$ cat config.mk
export PLATFORM = sky130hd
export DESIGN_NAME = status_flag_logic
export DESIGN_NICKNAME = d
export VERILOG_FILES = /design/src/shared/status_flag_pkg.sv /design/src/hdl/status_flag_logic.sv
export VERILOG_INCLUDE_DIRS = /design/src /design/src/shared
export SDC_FILE = /design/constraint.sdc
export NUM_CORES = 1
export LEC_CHECK = 0
export BUFFER_PORTS_ARGS = -buffer_cell sky130_fd_sc_hd__buf_2
export CORE_MARGIN = 10
export CORE_UTILIZATION = 61
export CTS_BUF_LIST = sky130_fd_sc_hd__clkbuf_4 sky130_fd_sc_hd__clkbuf_8
export DETAILED_ROUTE_END_ITERATION = 12
export PLACE_DENSITY_LB_ADDON = 0.2
export REMOVE_ABC_BUFFERS = 1
export SLEW_MARGIN = 20
export SYNTH_ARGS = -nofsm -noshare
export SYNTH_HDL_FRONTEND = slang
export SYNTH_SLANG_ARGS = --single-unit
$ cat constraint.sdc
create_clock -name aclk -period 3.25 [get_ports aclk]
set_input_delay 0.325 -clock aclk [delete_from_list [all_inputs] [get_ports aclk]]
set_output_delay 0.325 -clock aclk [all_outputs]
set_load 0.05 [all_outputs]
$ cat src/shared/status_flag_regs.svh
// Register indices, field positions, reset values and timing counts
`ifndef STATUS_FLAG_REGS_SVH
`define STATUS_FLAG_REGS_SVH
`define IDX_DATA_A_LO   7'h08
`define IDX_DATA_A_HI   7'h0a
`define IDX_DATA_B_LO   7'h0e
`define IDX_DATA_B_HI   7'h17
`define IDX_PRIMARY     7'h0b
`define IDX_CTRL        7'h28
`define IDX_FIFO_LEVEL  7'h29
`define IDX_FIFO_DATA   7'h2a
`define IDX_AUX_HI      7'h2c
`define IDX_AUX_LO      7'h2d
`define IDX_KNOCK_LEVEL 7'h2e
`define IDX_KNOCK_MAX   7'h2f
`define IDX_KNOCK_GAP   7'h30
`define IDX_KNOCK_WIN   7'h31
`define IDX_IRQ_STATUS  7'h32
`define IDX_IRQ_MASK    7'h33
`define IDX_SECONDARY   7'h45
`define PRI_OVERRUN     3
`define PRI_LEVEL       2
`define PRI_NONEMPTY    1
`define PRI_NEW_SAMPLE  0
`define SEC_FUSE_ERR    7
`define SEC_NVM_RELOAD  6
`define SEC_RESERVED    5
`define SEC_KEEPALIVE   4
`define SEC_OVER        3
`define SEC_UNDER       2
`define SEC_DOUBLE      1
`define SEC_SINGLE      0
`define SEC_CLR_MASK    8'h5f
`define SEC_RESET       8'h00
`define CTRL_OLDEST     0
`define CTRL_TEMP_EN    1
`define CTRL_RESET      8'h01
`define LEVEL_RESET     5'h08
`define FIFO_DEPTH      5'h10
`define CLK_MHZ         125
`define KA_TIME_US      1000
`define KA_CYCLES       (`KA_TIME_US * `CLK_MHZ)
`define RESP_OKAY       2'b00
`define RESP_DECERR     2'b11
`endif

$ cat src/shared/status_flag_pkg.sv
// Types shared by the status flag logic
package status_flag_pkg;
    typedef logic [7:0] byte_t;
    typedef logic [4:0] count_t;
    typedef enum logic [1:0] {
        TAP_IDLE   = 2'b00,
        TAP_FIRST  = 2'b01,
        TAP_GAP    = 2'b11,
        TAP_SECOND = 2'b10
    } tap_state_e;
endpackage

$ cat src/hdl/status_flag_logic.sv
// Status flag logic with an AXI4-Lite register slave
// Function
// (RULE1) On buffer overrun raise overflow and drop samples until a read frees space.
// (RULE2) Overflow flag exists only in oldest-saved buffer mode.
// (RULE3) Level flag asserts once buffer holds more than the configured count.
// (RULE4) Non-empty flag is one exactly while samples wait in the buffer.
// (RULE5) New-sample flag sets on fresh data, clears on a data register read.
// (RULE6) New-sample flag never sets while a register read is in progress.
// (RULE7) Fresh data during a read with flag clear sets it when read ends.
// (RULE8) Flag set at data read start clears, stays clear, resets after if new.
// (RULE9) Fuse-uncorrectable flag sets on unrepairable fuse corruption.
// (RULE10) NVM-reload flag sets on reload, clears on secondary register read.
// (RULE11) Keep-alive expiry sets flag; secondary read clears and restarts timer.
// (RULE12) Over-limit flag on value above threshold; temp channel if enabled.
// (RULE13) Under-limit flag on value below threshold; temp channel if enabled.
// (RULE14) Double-tap: two short knocks, second after min gap and within window.
// (RULE15) Single-tap: one knock above level shorter than maximum length.
// (RULE16) Secondary register at 0x45, resets to zero, reserved bit reads zero.
// (RULE17) Reads return values at read start; clear-on-read never loses a set.
//
// Our own choice: the AXI4-Lite interface to the registers.
`timescale 1ns/100ps
`include "status_flag_regs.svh"
module status_flag_logic #(
    parameter int unsigned KA_CYCLES = `KA_CYCLES
) (
    input  wire logic                  aclk,
    input  wire logic                  aresetn,
    input  wire logic [11:0]           s_axi_awaddr,
    input  wire logic                  s_axi_awvalid,
    output logic                       s_axi_awready,
    input  wire logic [31:0]           s_axi_wdata,
    input  wire logic [3:0]            s_axi_wstrb,
    input  wire logic                  s_axi_wvalid,
    output logic                       s_axi_wready,
    output logic [1:0]                 s_axi_bresp,
    output logic                       s_axi_bvalid,
    input  wire logic                  s_axi_bready,
    input  wire logic [11:0]           s_axi_araddr,
    input  wire logic                  s_axi_arvalid,
    output logic                       s_axi_arready,
    output logic [31:0]                s_axi_rdata,
    output logic [1:0]                 s_axi_rresp,
    output logic                       s_axi_rvalid,
    input  wire logic                  s_axi_rready,
    input  wire logic                  sample_valid,
    input  wire status_flag_pkg::byte_t sample_in,
    input  wire logic                  aux_valid,
    input  wire status_flag_pkg::byte_t temp_sample,
    input  wire status_flag_pkg::byte_t adc_sample,
    input  wire logic                  accel_valid,
    input  wire status_flag_pkg::byte_t accel_mag,
    input  wire logic                  fuse_uncorrectable,
    input  wire logic                  nvm_reload_done,
    output logic                       irq
);
    import status_flag_pkg::*;

    function automatic logic is_data(input logic [6:0] i);
        return (i >= `IDX_DATA_A_LO && i <= `IDX_DATA_A_HI) ||
               (i >= `IDX_DATA_B_LO && i <= `IDX_DATA_B_HI);
    endfunction

    logic [6:0]  ar_idx;
    logic        ar_fire;
    logic        r_fire;
    logic        data_rd;
    logic        sec_rd;
    logic        pop;
    logic [31:0] rd_word;
    logic        rd_ok;
    logic [6:0]  aw_idx;
    logic        aw_held;
    logic        w_held;
    byte_t       w_byte;
    logic        w_en;
    logic        w_lane0;
    byte_t       ctrl;
    count_t      level;
    byte_t       aux_hi;
    byte_t       aux_lo;
    byte_t       knock_level;
    byte_t       knock_max_length;
    byte_t       knock_gap_min;
    byte_t       knock_window;
    byte_t       irq_status;
    byte_t       irq_mask;
    byte_t       sample_hold;
    byte_t       fifo_mem [16];
    logic [3:0]  wr_ptr;
    logic [3:0]  rd_ptr;
    count_t      count;
    logic        full;
    logic        push;
    logic        overrun;
    logic        buffer_level_reached;
    logic        level_q, dr_q;
    logic        data_ready;
    logic        pending;
    byte_t       secondary_flags;
    logic [17:0] ka_cnt;
    logic        ka_expire;
    byte_t       aux_src;
    logic        aux_over_limit;
    logic        aux_under_limit;
    tap_state_e  tap_state;
    byte_t       tap_cnt;
    logic        knock_above;
    logic        single_ev;
    logic        double_ev;
    byte_t       next_sec;
    byte_t       irq_ev;

    // Reads: one at a time, snapshot taken at address acceptance
    assign s_axi_arready = !s_axi_rvalid;
    assign ar_fire = s_axi_arvalid && s_axi_arready;
    assign r_fire  = s_axi_rvalid && s_axi_rready;
    assign ar_idx  = s_axi_araddr[8:2];
    assign data_rd = ar_fire && s_axi_araddr[11:9] == 3'h0 && is_data(ar_idx);
    assign sec_rd  = ar_fire && s_axi_araddr[11:9] == 3'h0 && ar_idx == `IDX_SECONDARY;
    assign pop = ar_fire && s_axi_araddr[11:9] == 3'h0 && ar_idx == `IDX_FIFO_DATA
                 && count != 5'h00;

    always_comb begin
        rd_word = 32'h0000_0000;
        rd_ok   = (s_axi_araddr[11:9] == 3'h0);
        if (is_data(ar_idx)) begin
            rd_word[7:0] = sample_hold;
        end else begin
            unique case (ar_idx)
                `IDX_PRIMARY: rd_word[3:0] = {overrun, buffer_level_reached,
                                              count != 5'h00, data_ready};
                `IDX_CTRL:        rd_word[7:0] = ctrl;
                `IDX_FIFO_LEVEL:  rd_word[4:0] = level;
                `IDX_FIFO_DATA:   rd_word[7:0] = fifo_mem[rd_ptr];
                `IDX_AUX_HI:      rd_word[7:0] = aux_hi;
                `IDX_AUX_LO:      rd_word[7:0] = aux_lo;
                `IDX_KNOCK_LEVEL: rd_word[7:0] = knock_level;
                `IDX_KNOCK_MAX:   rd_word[7:0] = knock_max_length;
                `IDX_KNOCK_GAP:   rd_word[7:0] = knock_gap_min;
                `IDX_KNOCK_WIN:   rd_word[7:0] = knock_window;
                `IDX_IRQ_STATUS:  rd_word[7:0] = irq_status;
                `IDX_IRQ_MASK:    rd_word[7:0] = irq_mask;
                `IDX_SECONDARY:   rd_word[7:0] = secondary_flags; // RULE17
                default:          rd_ok = 1'b0;
            endcase
        end
    end

    always_ff @(posedge aclk) begin
        if (!aresetn) begin
            s_axi_rvalid <= 1'b0;
            s_axi_rdata  <= 32'h0000_0000;
            s_axi_rresp  <= `RESP_OKAY;
        end else if (ar_fire) begin
            s_axi_rvalid <= 1'b1;
            s_axi_rdata  <= rd_ok ? rd_word : 32'h0000_0000;
            s_axi_rresp  <= rd_ok ? `RESP_OKAY : `RESP_DECERR;
        end else if (r_fire) begin
            s_axi_rvalid <= 1'b0;
        end
    end

    // Writes: address and data latched in either order
    assign s_axi_awready = !aw_held && !s_axi_bvalid;
    assign s_axi_wready  = !w_held && !s_axi_bvalid;
    assign w_en = aw_held && w_held;

    always_ff @(posedge aclk) begin
        if (!aresetn) begin
            aw_held <= 1'b0;
            w_held  <= 1'b0;
            aw_idx  <= 7'h00;
            w_byte  <= 8'h00;
            w_lane0 <= 1'b0;
            s_axi_bvalid <= 1'b0;
            s_axi_bresp  <= `RESP_OKAY;
        end else begin
            if (s_axi_awvalid && s_axi_awready) begin
                aw_held <= 1'b1;
                aw_idx  <= s_axi_awaddr[11:9] == 3'h0 ? s_axi_awaddr[8:2] : 7'h7f;
            end
            if (s_axi_wvalid && s_axi_wready) begin
                w_held  <= 1'b1;
                w_byte  <= s_axi_wdata[7:0];
                w_lane0 <= s_axi_wstrb[0];
            end
            if (w_en) begin
                aw_held <= 1'b0;
                w_held  <= 1'b0;
                s_axi_bvalid <= 1'b1;
                s_axi_bresp  <= aw_idx == 7'h7f ? `RESP_DECERR : `RESP_OKAY;
            end else if (s_axi_bvalid && s_axi_bready) begin
                s_axi_bvalid <= 1'b0;
            end
        end
    end

    always_ff @(posedge aclk) begin
        if (!aresetn) begin
            ctrl             <= `CTRL_RESET;
            level            <= `LEVEL_RESET;
            aux_hi           <= 8'hff;
            aux_lo           <= 8'h00;
            knock_level      <= 8'h80;
            knock_max_length <= 8'h04;
            knock_gap_min    <= 8'h02;
            knock_window     <= 8'h10;
            irq_mask         <= 8'h00;
        end else if (w_en && w_lane0) begin
            unique case (aw_idx)
                `IDX_CTRL:        ctrl <= {6'h00, w_byte[1:0]};
                `IDX_FIFO_LEVEL:  level <= w_byte[4:0];
                `IDX_AUX_HI:      aux_hi <= w_byte;
                `IDX_AUX_LO:      aux_lo <= w_byte;
                `IDX_KNOCK_LEVEL: knock_level <= w_byte;
                `IDX_KNOCK_MAX:   knock_max_length <= w_byte;
                `IDX_KNOCK_GAP:   knock_gap_min <= w_byte;
                `IDX_KNOCK_WIN:   knock_window <= w_byte;
                `IDX_IRQ_MASK:    irq_mask <= w_byte;
                default:          ;
            endcase
        end
    end

    // Sample buffer
    assign full = (count == `FIFO_DEPTH);
    // Oldest-saved mode refuses a full buffer; otherwise oldest is overwritten
    assign push = sample_valid && (!full || pop || !ctrl[`CTRL_OLDEST]); // RULE1
    assign buffer_level_reached = (count > level); // RULE3

    always_ff @(posedge aclk) begin
        if (!aresetn) begin
            wr_ptr <= 4'h0;
            rd_ptr <= 4'h0;
            count  <= 5'h00;
        end else begin
            if (push) begin
                wr_ptr <= wr_ptr + 4'h1;
            end
            if (pop || (push && full && !pop)) begin
                rd_ptr <= rd_ptr + 4'h1;
            end
            if (push && !pop && !full) begin
                count <= count + 5'h01; // RULE4
            end else if (pop && !push) begin
                count <= count - 5'h01; // RULE4
            end
        end
    end

    always_ff @(posedge aclk) begin
        if (push) begin
            fifo_mem[wr_ptr] <= sample_in;
        end
    end

    always_ff @(posedge aclk) begin
        if (!aresetn) begin
            overrun <= 1'b0;
        end else if (!ctrl[`CTRL_OLDEST]) begin
            overrun <= 1'b0; // RULE2
        end else if (sample_valid && full && !pop) begin
            overrun <= 1'b1; // RULE1
        end else if (pop) begin
            overrun <= 1'b0;
        end
    end

    // New-sample flag with deferral across register reads
    always_ff @(posedge aclk) begin
        if (!aresetn) begin
            data_ready  <= 1'b0;
            pending     <= 1'b0;
            sample_hold <= 8'h00;
        end else begin
            if (sample_valid) begin
                sample_hold <= sample_in;
            end
            if (ar_fire) begin
                if (data_rd) begin
                    data_ready <= 1'b0; // RULE8
                end
                pending <= sample_valid; // RULE6
            end else if (s_axi_rvalid) begin
                if (r_fire) begin
                    if (pending || sample_valid) begin
                        data_ready <= 1'b1; // RULE7
                    end
                    pending <= 1'b0;
                end else if (sample_valid) begin
                    pending <= 1'b1; // RULE6
                end
            end else if (sample_valid) begin
                data_ready <= 1'b1; // RULE5
            end
        end
    end

    // Keep-alive timer, halted at zero until the secondary register is read
    assign ka_expire = (ka_cnt == 18'h00001);
    always_ff @(posedge aclk) begin
        if (!aresetn || sec_rd) begin
            ka_cnt <= KA_CYCLES[17:0]; // RULE11
        end else if (ka_cnt != 18'h00000) begin
            ka_cnt <= ka_cnt - 18'h00001;
        end
    end

    assign aux_src = ctrl[`CTRL_TEMP_EN] ? temp_sample : adc_sample; // RULE12
    assign aux_over_limit  = aux_valid && aux_src > aux_hi;  // RULE12
    assign aux_under_limit = aux_valid && aux_src < aux_lo;  // RULE13

    // Knock detector, counts in accelerometer sample ticks
    assign knock_above = accel_mag > knock_level;
    assign single_ev = accel_valid && tap_state == TAP_FIRST && !knock_above; // RULE15
    assign double_ev = accel_valid && tap_state == TAP_SECOND && !knock_above; // RULE14

    always_ff @(posedge aclk) begin
        if (!aresetn) begin
            tap_state <= TAP_IDLE;
            tap_cnt   <= 8'h00;
        end else if (accel_valid) begin
            tap_cnt <= tap_cnt + 8'h01;
            unique case (tap_state)
                TAP_IDLE: begin
                    tap_cnt <= 8'h01;
                    if (knock_above) begin
                        tap_state <= TAP_FIRST;
                    end
                end
                TAP_FIRST: begin
                    // Too long a knock drops back; it may rearm while held
                    if (knock_above && tap_cnt >= knock_max_length) begin
                        tap_state <= TAP_IDLE;
                    end else if (!knock_above) begin
                        tap_state <= TAP_GAP;
                        tap_cnt   <= 8'h01;
                    end
                end
                TAP_GAP: begin
                    if (knock_above) begin
                        tap_cnt   <= 8'h01;
                        tap_state <= (tap_cnt >= knock_gap_min && tap_cnt <= knock_window)
                                     ? TAP_SECOND : TAP_IDLE; // RULE14
                    end else if (tap_cnt > knock_window) begin
                        tap_state <= TAP_IDLE;
                    end
                end
                TAP_SECOND: begin
                    if (!knock_above || tap_cnt >= knock_max_length) begin
                        tap_state <= TAP_IDLE;
                    end
                end
            endcase
        end
    end

    // Secondary flags: clear-on-read first, then new events win
    always_comb begin
        next_sec = secondary_flags;
        if (sec_rd) begin
            next_sec = secondary_flags & ~`SEC_CLR_MASK; // RULE10
        end
        next_sec[`SEC_FUSE_ERR]   = next_sec[`SEC_FUSE_ERR] | fuse_uncorrectable; // RULE9
        next_sec[`SEC_NVM_RELOAD] = next_sec[`SEC_NVM_RELOAD] | nvm_reload_done;  // RULE10
        next_sec[`SEC_KEEPALIVE]  = next_sec[`SEC_KEEPALIVE] | ka_expire;         // RULE11
        next_sec[`SEC_OVER]       = next_sec[`SEC_OVER] | aux_over_limit;         // RULE12
        next_sec[`SEC_UNDER]      = next_sec[`SEC_UNDER] | aux_under_limit;       // RULE13
        next_sec[`SEC_DOUBLE]     = next_sec[`SEC_DOUBLE] | double_ev;            // RULE14
        next_sec[`SEC_SINGLE]     = next_sec[`SEC_SINGLE] | single_ev;            // RULE15
        next_sec[`SEC_RESERVED]   = 1'b0;                                         // RULE16
    end

    always_ff @(posedge aclk) begin
        if (!aresetn) begin
            secondary_flags <= `SEC_RESET; // RULE16
        end else begin
            secondary_flags <= next_sec; // RULE17
        end
    end

    // Interrupt status, cleared by its own read; set wins
    assign irq_ev = {nvm_reload_done, aux_over_limit | aux_under_limit, ka_expire,
                     double_ev, single_ev, ctrl[`CTRL_OLDEST] & sample_valid & full & !pop,
                     buffer_level_reached & !level_q, data_ready & !dr_q};
    always_ff @(posedge aclk) begin
        if (!aresetn) begin
            irq_status <= 8'h00;
            {level_q, dr_q} <= 2'b00;
        end else begin
            {level_q, dr_q} <= {buffer_level_reached, data_ready};
            if (ar_fire && s_axi_araddr[11:9] == 3'h0 && ar_idx == `IDX_IRQ_STATUS) begin
                irq_status <= irq_ev;
            end else begin
                irq_status <= irq_status | irq_ev;
            end
        end
    end
    assign irq = |(irq_status & irq_mask);
endmodule

Yosys cells after proc, flatten, opt, wreduce, memory -nomap -nowiden
Memory sizes are Yosys's and may differ from the RTL's. A register that Yosys moved wholly into a read port is not among the register bits.
Index checks and enable logic that the tools add are counted.
- word-level logic and storage cells: 230
- register bits: 189
- bits in latches: 0
- memories: 1
- bits in writable memories: 128
- bits in read-only memories: 0
- muxes and demuxes: 46
- eq/ne operators: 35
- $add $sub $neg: 6
- shift operators: 0
- reduce and logical (&&, ||, !) cells: 80
- divide/modulo/power cells: 0
- bitwise logic cells: 16
- order comparisons: 12
- multipliers: 0
- memory list (name ; depth ; width ; read ports ; clocked after Yosys merged registers in ; wr ports ; RTL line ; source):
    fifo_mem ; 16 ; 8 ; 1 ; 1 ; 1 ; status_flag_logic.sv:89 ; byte_t fifo_mem [16];
- operators with widths (operator ; count):
    == test 7 x 6 -> 1 bit, second input constant ; 20
    two-way mux 8 bit ; 7
    one-hot mux 4 bit (13 select lines) ; 1
    logical AND 1 bit ; 33
    one-hot mux 3 bit (10 select lines) ; 1
    greater-than comparator 8 bit ; 3
    one-hot mux 8 bit (3 select lines) ; 1
    AND reduction 2 bit ; 11
    two-way mux 1 bit ; 19
    == test 18 x 1 -> 1 bit, second input constant ; 1
    two-way mux 2 bit ; 9
    nonzero test 18 bit ; 1
    subtractor 18 x 1 -> 18 bit, second input constant ; 1
    greater-or-equal comparator 8 bit ; 2
    == test 7 bit, second input constant ; 2
    greater-or-equal comparator 7 x 4 -> 1 bit, second input constant ; 2
    two-way mux 7 bit ; 2
    OR reduction 13 bit ; 1
    logical NOT 1 bit ; 12
    one-hot mux 1 bit (11 select lines) ; 1
    two-way mux 5 bit ; 2
    nonzero test 2 bit ; 5
    adder 4 x 1 -> 4 bit, second input constant ; 2
    adder 8 x 1 -> 8 bit, second input constant ; 1
    32 further kinds ; 55

Logic depth before layout (Yosys ltp)
- depth after elaboration: 13
- gate-level depth with buffers: 11
- gate-level depth less buffers: 9

Worst setup path before layout
Ideal clock, no wire load.
- kind: flip-flop to flip-flop
- start: register s_axi_rvalid
- end: memory fifo_mem[2][0] in the netlist's numbering, enable pin
- clock period less this slack: 2.965 ns
- slack: 0.285 ns
- cell stages (with the launch flop): 8
- setup time: 0.383 ns
- required time: 2.867 ns
- arrival time: 2.582 ns
- cell sequence: dfxtp_1 nand2b_4 or4_1 buf_2 o31ai_2 o21a_1 nand2_1 nor3_1
- cells in the longest elaborated chain, start to end: 10
- RTL lines (what ; RTL line ; source):
    start, declared ; status_flag_logic.sv:44 ; output logic s_axi_rvalid,
    start signal, assigned ; status_flag_logic.sv:152 ; s_axi_rvalid <= 1'b0;
    start signal, assigned ; status_flag_logic.sv:156 ; s_axi_rvalid <= 1'b1;
    start signal, assigned ; status_flag_logic.sv:160 ; s_axi_rvalid <= 1'b0;
    logical NOT 1 bit ; status_flag_logic.sv:115 ; assign s_axi_arready = !s_axi_rvalid;
    logical AND 1 bit ; status_flag_logic.sv:116 ; assign ar_fire = s_axi_arvalid && s_axi_arready;
    logical AND 1 bit ; status_flag_logic.sv:121 ; assign pop = ar_fire && s_axi_araddr[11:9] == 3'h0 && ar_idx == `IDX_FIFO_DATA
    logical AND 1 bit (no source line) ; n/a ;
    logical AND 1 bit ; status_flag_logic.sv:121 ;
    logical OR 1 bit (2 in a row) ; status_flag_logic.sv:229 ; assign push = sample_valid && (!full || pop || !ctrl[`CTRL_OLDEST]);
    logical AND 1 bit ; status_flag_logic.sv:229 ;
    two-way mux 1 bit ; status_flag_logic.sv:253 ; if (push) begin
    two-way mux 1 bit (implied by the code) ; status_flag_logic.sv:254 ; fifo_mem[wr_ptr] <= sample_in;
    end, declared ; status_flag_logic.sv:89 ;
Every way passes these cells.

Worst setup path after layout
- start: register s_axi_rvalid
- end: memory fifo_mem[1][6] in the netlist's numbering, enable pin
The elaborated chain is that of the path after synthesis.

==> impl_metrics.toml <==
[run_status]
status = "finished clean"

[placed_design]
port-buffer-count = 90
dpl_worst_slack_ps = 412
dp_hpwl_um = 25200
placed_area_mm2 = 0.0147
gp_congestion = 0.937
place_inst = 1636

[layout]
regMostFlops = "fifo_mem"
final_cell_mix = "165 x dfxtp_1, 137 x nand2_1, 128 x edfxtp_1"
n_antenna_cell = 0
drive_gt1_frac = 0.191
largest_register_ffs = 128
fin_area_mm2 = 0.0159
instances_no_fill = 1740
area_growth_pct = 14.2
finalCoreUtilization = 0.705
final_common_cell = "dfxtp_1"
top_regs = "fifo_mem x128, ka_cnt x18"
num-nets-final = 1587

[timing]
slew_headroom = 0.302
finalCritPeriodShare = 0.891
fin_crit_ps = 2900
final_hold_viol_count = 0
finalSetupViolCount = 0
fin_ws_ps = 354
drv_slew = 0
finalSetupTns_ps = 0
hold-worst-slack_ps = 46.4
tightest_slew_ps = 1040
rsz0062_at_grt = "false"
fmax_ghz = 0.345
finalClockSkew_ps = 32.7

[global_routing]
grt_max_degree = 44
grt_pass1_vias = 10200
grt_usage = 0.246
grt_pass1_wl_um = 56400
antenna_found_initial = 0
gr-total-overflow = 0

[yosys]
synthDistinctLibCells = 74
netlist_instances = 1282
async_flop_share = 0
synth_area_leader_cell = "edfxtp_1"
synth_edf_count = 128
yosysWarnings = 0
synth.cell_area_mm2 = 0.0139
synthTopCellsByArea = "edfxtp_1 28%, dfxtp_1 24%, ha_1 5.7%"
syn_area_per_cell_um2 = 10.9
ys_seq_area_frac = 0.515
synthFlopType = "dfxtp_1"
netlist.area_leader.share = 0.276
ys_seq_elements = 294

[floorplan]
rows = 55
die_w_um = 171
die_h_um = 171
start_util = 0.617
pin_count = 146
core_area_mm2 = 0.0226
die_area_mm2 = 0.0293

[pwr]
power_frac_comb = 0.093
p_switching_mw = 2.06
clkPwrFrac = 0.404
finalPower_mw = 8.11
power.static_leakage_nw = 6.12
p_seq_frac = 0.503
irDropWorstVdd_v = 0.000384
swShare = 0.255
p_int_mw = 6.04
p_per_area_mw_per_mm2 = 509

[clocking]
root_buffer = "clkbuf_8"
cts_made_buffers = 47
cts_setup_buffers = 0
htree_levels = 2
cts_tree = "yes"
clock_sinks = 294
clockBufferDepth = 3
cts_hold_buf = 19
cts.repair.resized = 0
clk-insertion-delay-late_ps = 610
clkTransAtPathRegs_ps = 60

[worst_hold_path]
hold_class = "primary input to flip-flop"
min-delay-start = "s_axi_arvalid"

[job]
max_cap_viol_count = 0

[route]
routed_wl_um = 36000
viasPerCell = 6.09
ant_nets = 0
dr.pass1.iters = 5
first_iter_violations = 1110
vias = 10600
wl_per_cell_um = 20.7
drc = 0

[setup_path]
path_max_fanout = 14
worstSetupStartpointType = "flip-flop"
crit_required_ps = 3540
path_class = "flip-flop to flip-flop"
r2r-start = "s_axi_rvalid"
rrSetupSlack_ps = 350
cp-end-kind = "flip-flop"
startpoint = "s_axi_rvalid"
critPathArrivalTime_ps = 3190
==> power groups by stage <==
| stage | Combinational, mW | Sequential (mW) | Clock [mW] |
|---|---|---|---|
| finish | 0.754 | 4.08 | 3.28 |
| global route | 0.824 | 4.09 | 3.50 |
| CTS | 0.745 | 4.07 | 3.31 |
| detailed placement | 0.722 | 4.15 | 0 |
| global placement | 0.698 | 4.15 | 0 |
| floorplan | 0.470 | 4.12 | 0 |
==> cells in the mapped netlist (4+ instances only) <==
| cell type | count |
|---|---|
| nor3_1 | 25 |
| clkbuf_1 | 43 |
| a21oi_1 | 66 |
| dfxtp_1 | 166 |
| ha_1 | 63 |
| edfxtp_1 | 128 |
| and3_1 | 6 |
| o21a_1 | 8 |
| mux2_2 | 10 |
| a21boi_0 | 4 |
| o31a_1 | 4 |
| o211ai_1 | 16 |
| buf_4 | 26 |
| a22o_1 | 10 |
| nand2_1 | 137 |
| a211oi_1 | 9 |
| nand3_1 | 25 |
| and2_1 | 10 |
| nor3b_1 | 4 |
| mux2i_1 | 68 |
| inv_1 | 69 |
| mux4_2 | 33 |
| xnor2_1 | 16 |
| o31ai_1 | 5 |
| nor2_1 | 119 |
| a2111oi_0 | 5 |
| a31oi_1 | 7 |
| a32oi_1 | 4 |
| nor4_1 | 9 |
| xor2_1 | 12 |
| a22oi_1 | 16 |
| a221oi_1 | 8 |
| buf_1 | 8 |
| nand2b_1 | 11 |
| o21ai_0 | 24 |
| o221a_2 | 8 |
| nor2b_1 | 17 |
| nand4_1 | 16 |
| a21o_1 | 8 |
| buf_2 | 11 |
==> layout make-up <==
cell class	count	area [µm²]
fill	1677	6660
timing repair buffer	153	996
tap	285	357
inverter	70	264
sequential	294	7170
multi-input combinational	853	6140
clock buffer	68	855
clock inverter	17	128
==> worst max-delay path, stage by stage, from the launching register on <==
cell,delay [ps]
dfxtp_1,370
nand2b_4,250
or4_1,600
o31ai_2,440
o21a_1,330
nand2_1,180
nor3_1,190
buf_4,220
==> routing by layer <==
metal / vias up / track usage / part of all wire
met3: 59 / 0.0512 / 0.091
met4: 0 / 0.0764 / 0.022
met5: - / 0 / 0
li1: 4915 / - / -
met2: 518 / 0.368 / 0.45
met1: 5099 / 0.350 / 0.44
==> logic make-up (layout without fill, tap and decap cells) <==
group,count (synthesis),after routing,synth area share
xor+xnor,28,28,0.0176
flops,294,294,0.515
fa+ha+maj,64,64,0.0580
compound gates,230,230,0.117
other cells,1,24,0.000269
buf+inv,158,308,0.0506
mux,111,111,0.110
simple gates,396,396,0.132
==> final timing paths <==
check | depth (start not counted) | to
hold / removal | 3 | s_axi_rvalid
hold reg to reg | 2 | knock_gap_min[5]
setup / recovery | 7 | fifo_mem[1][6]
setup reg to reg | 7 | fifo_mem[1][6]
Note: power is estimated with default switching activity, not from simulation.
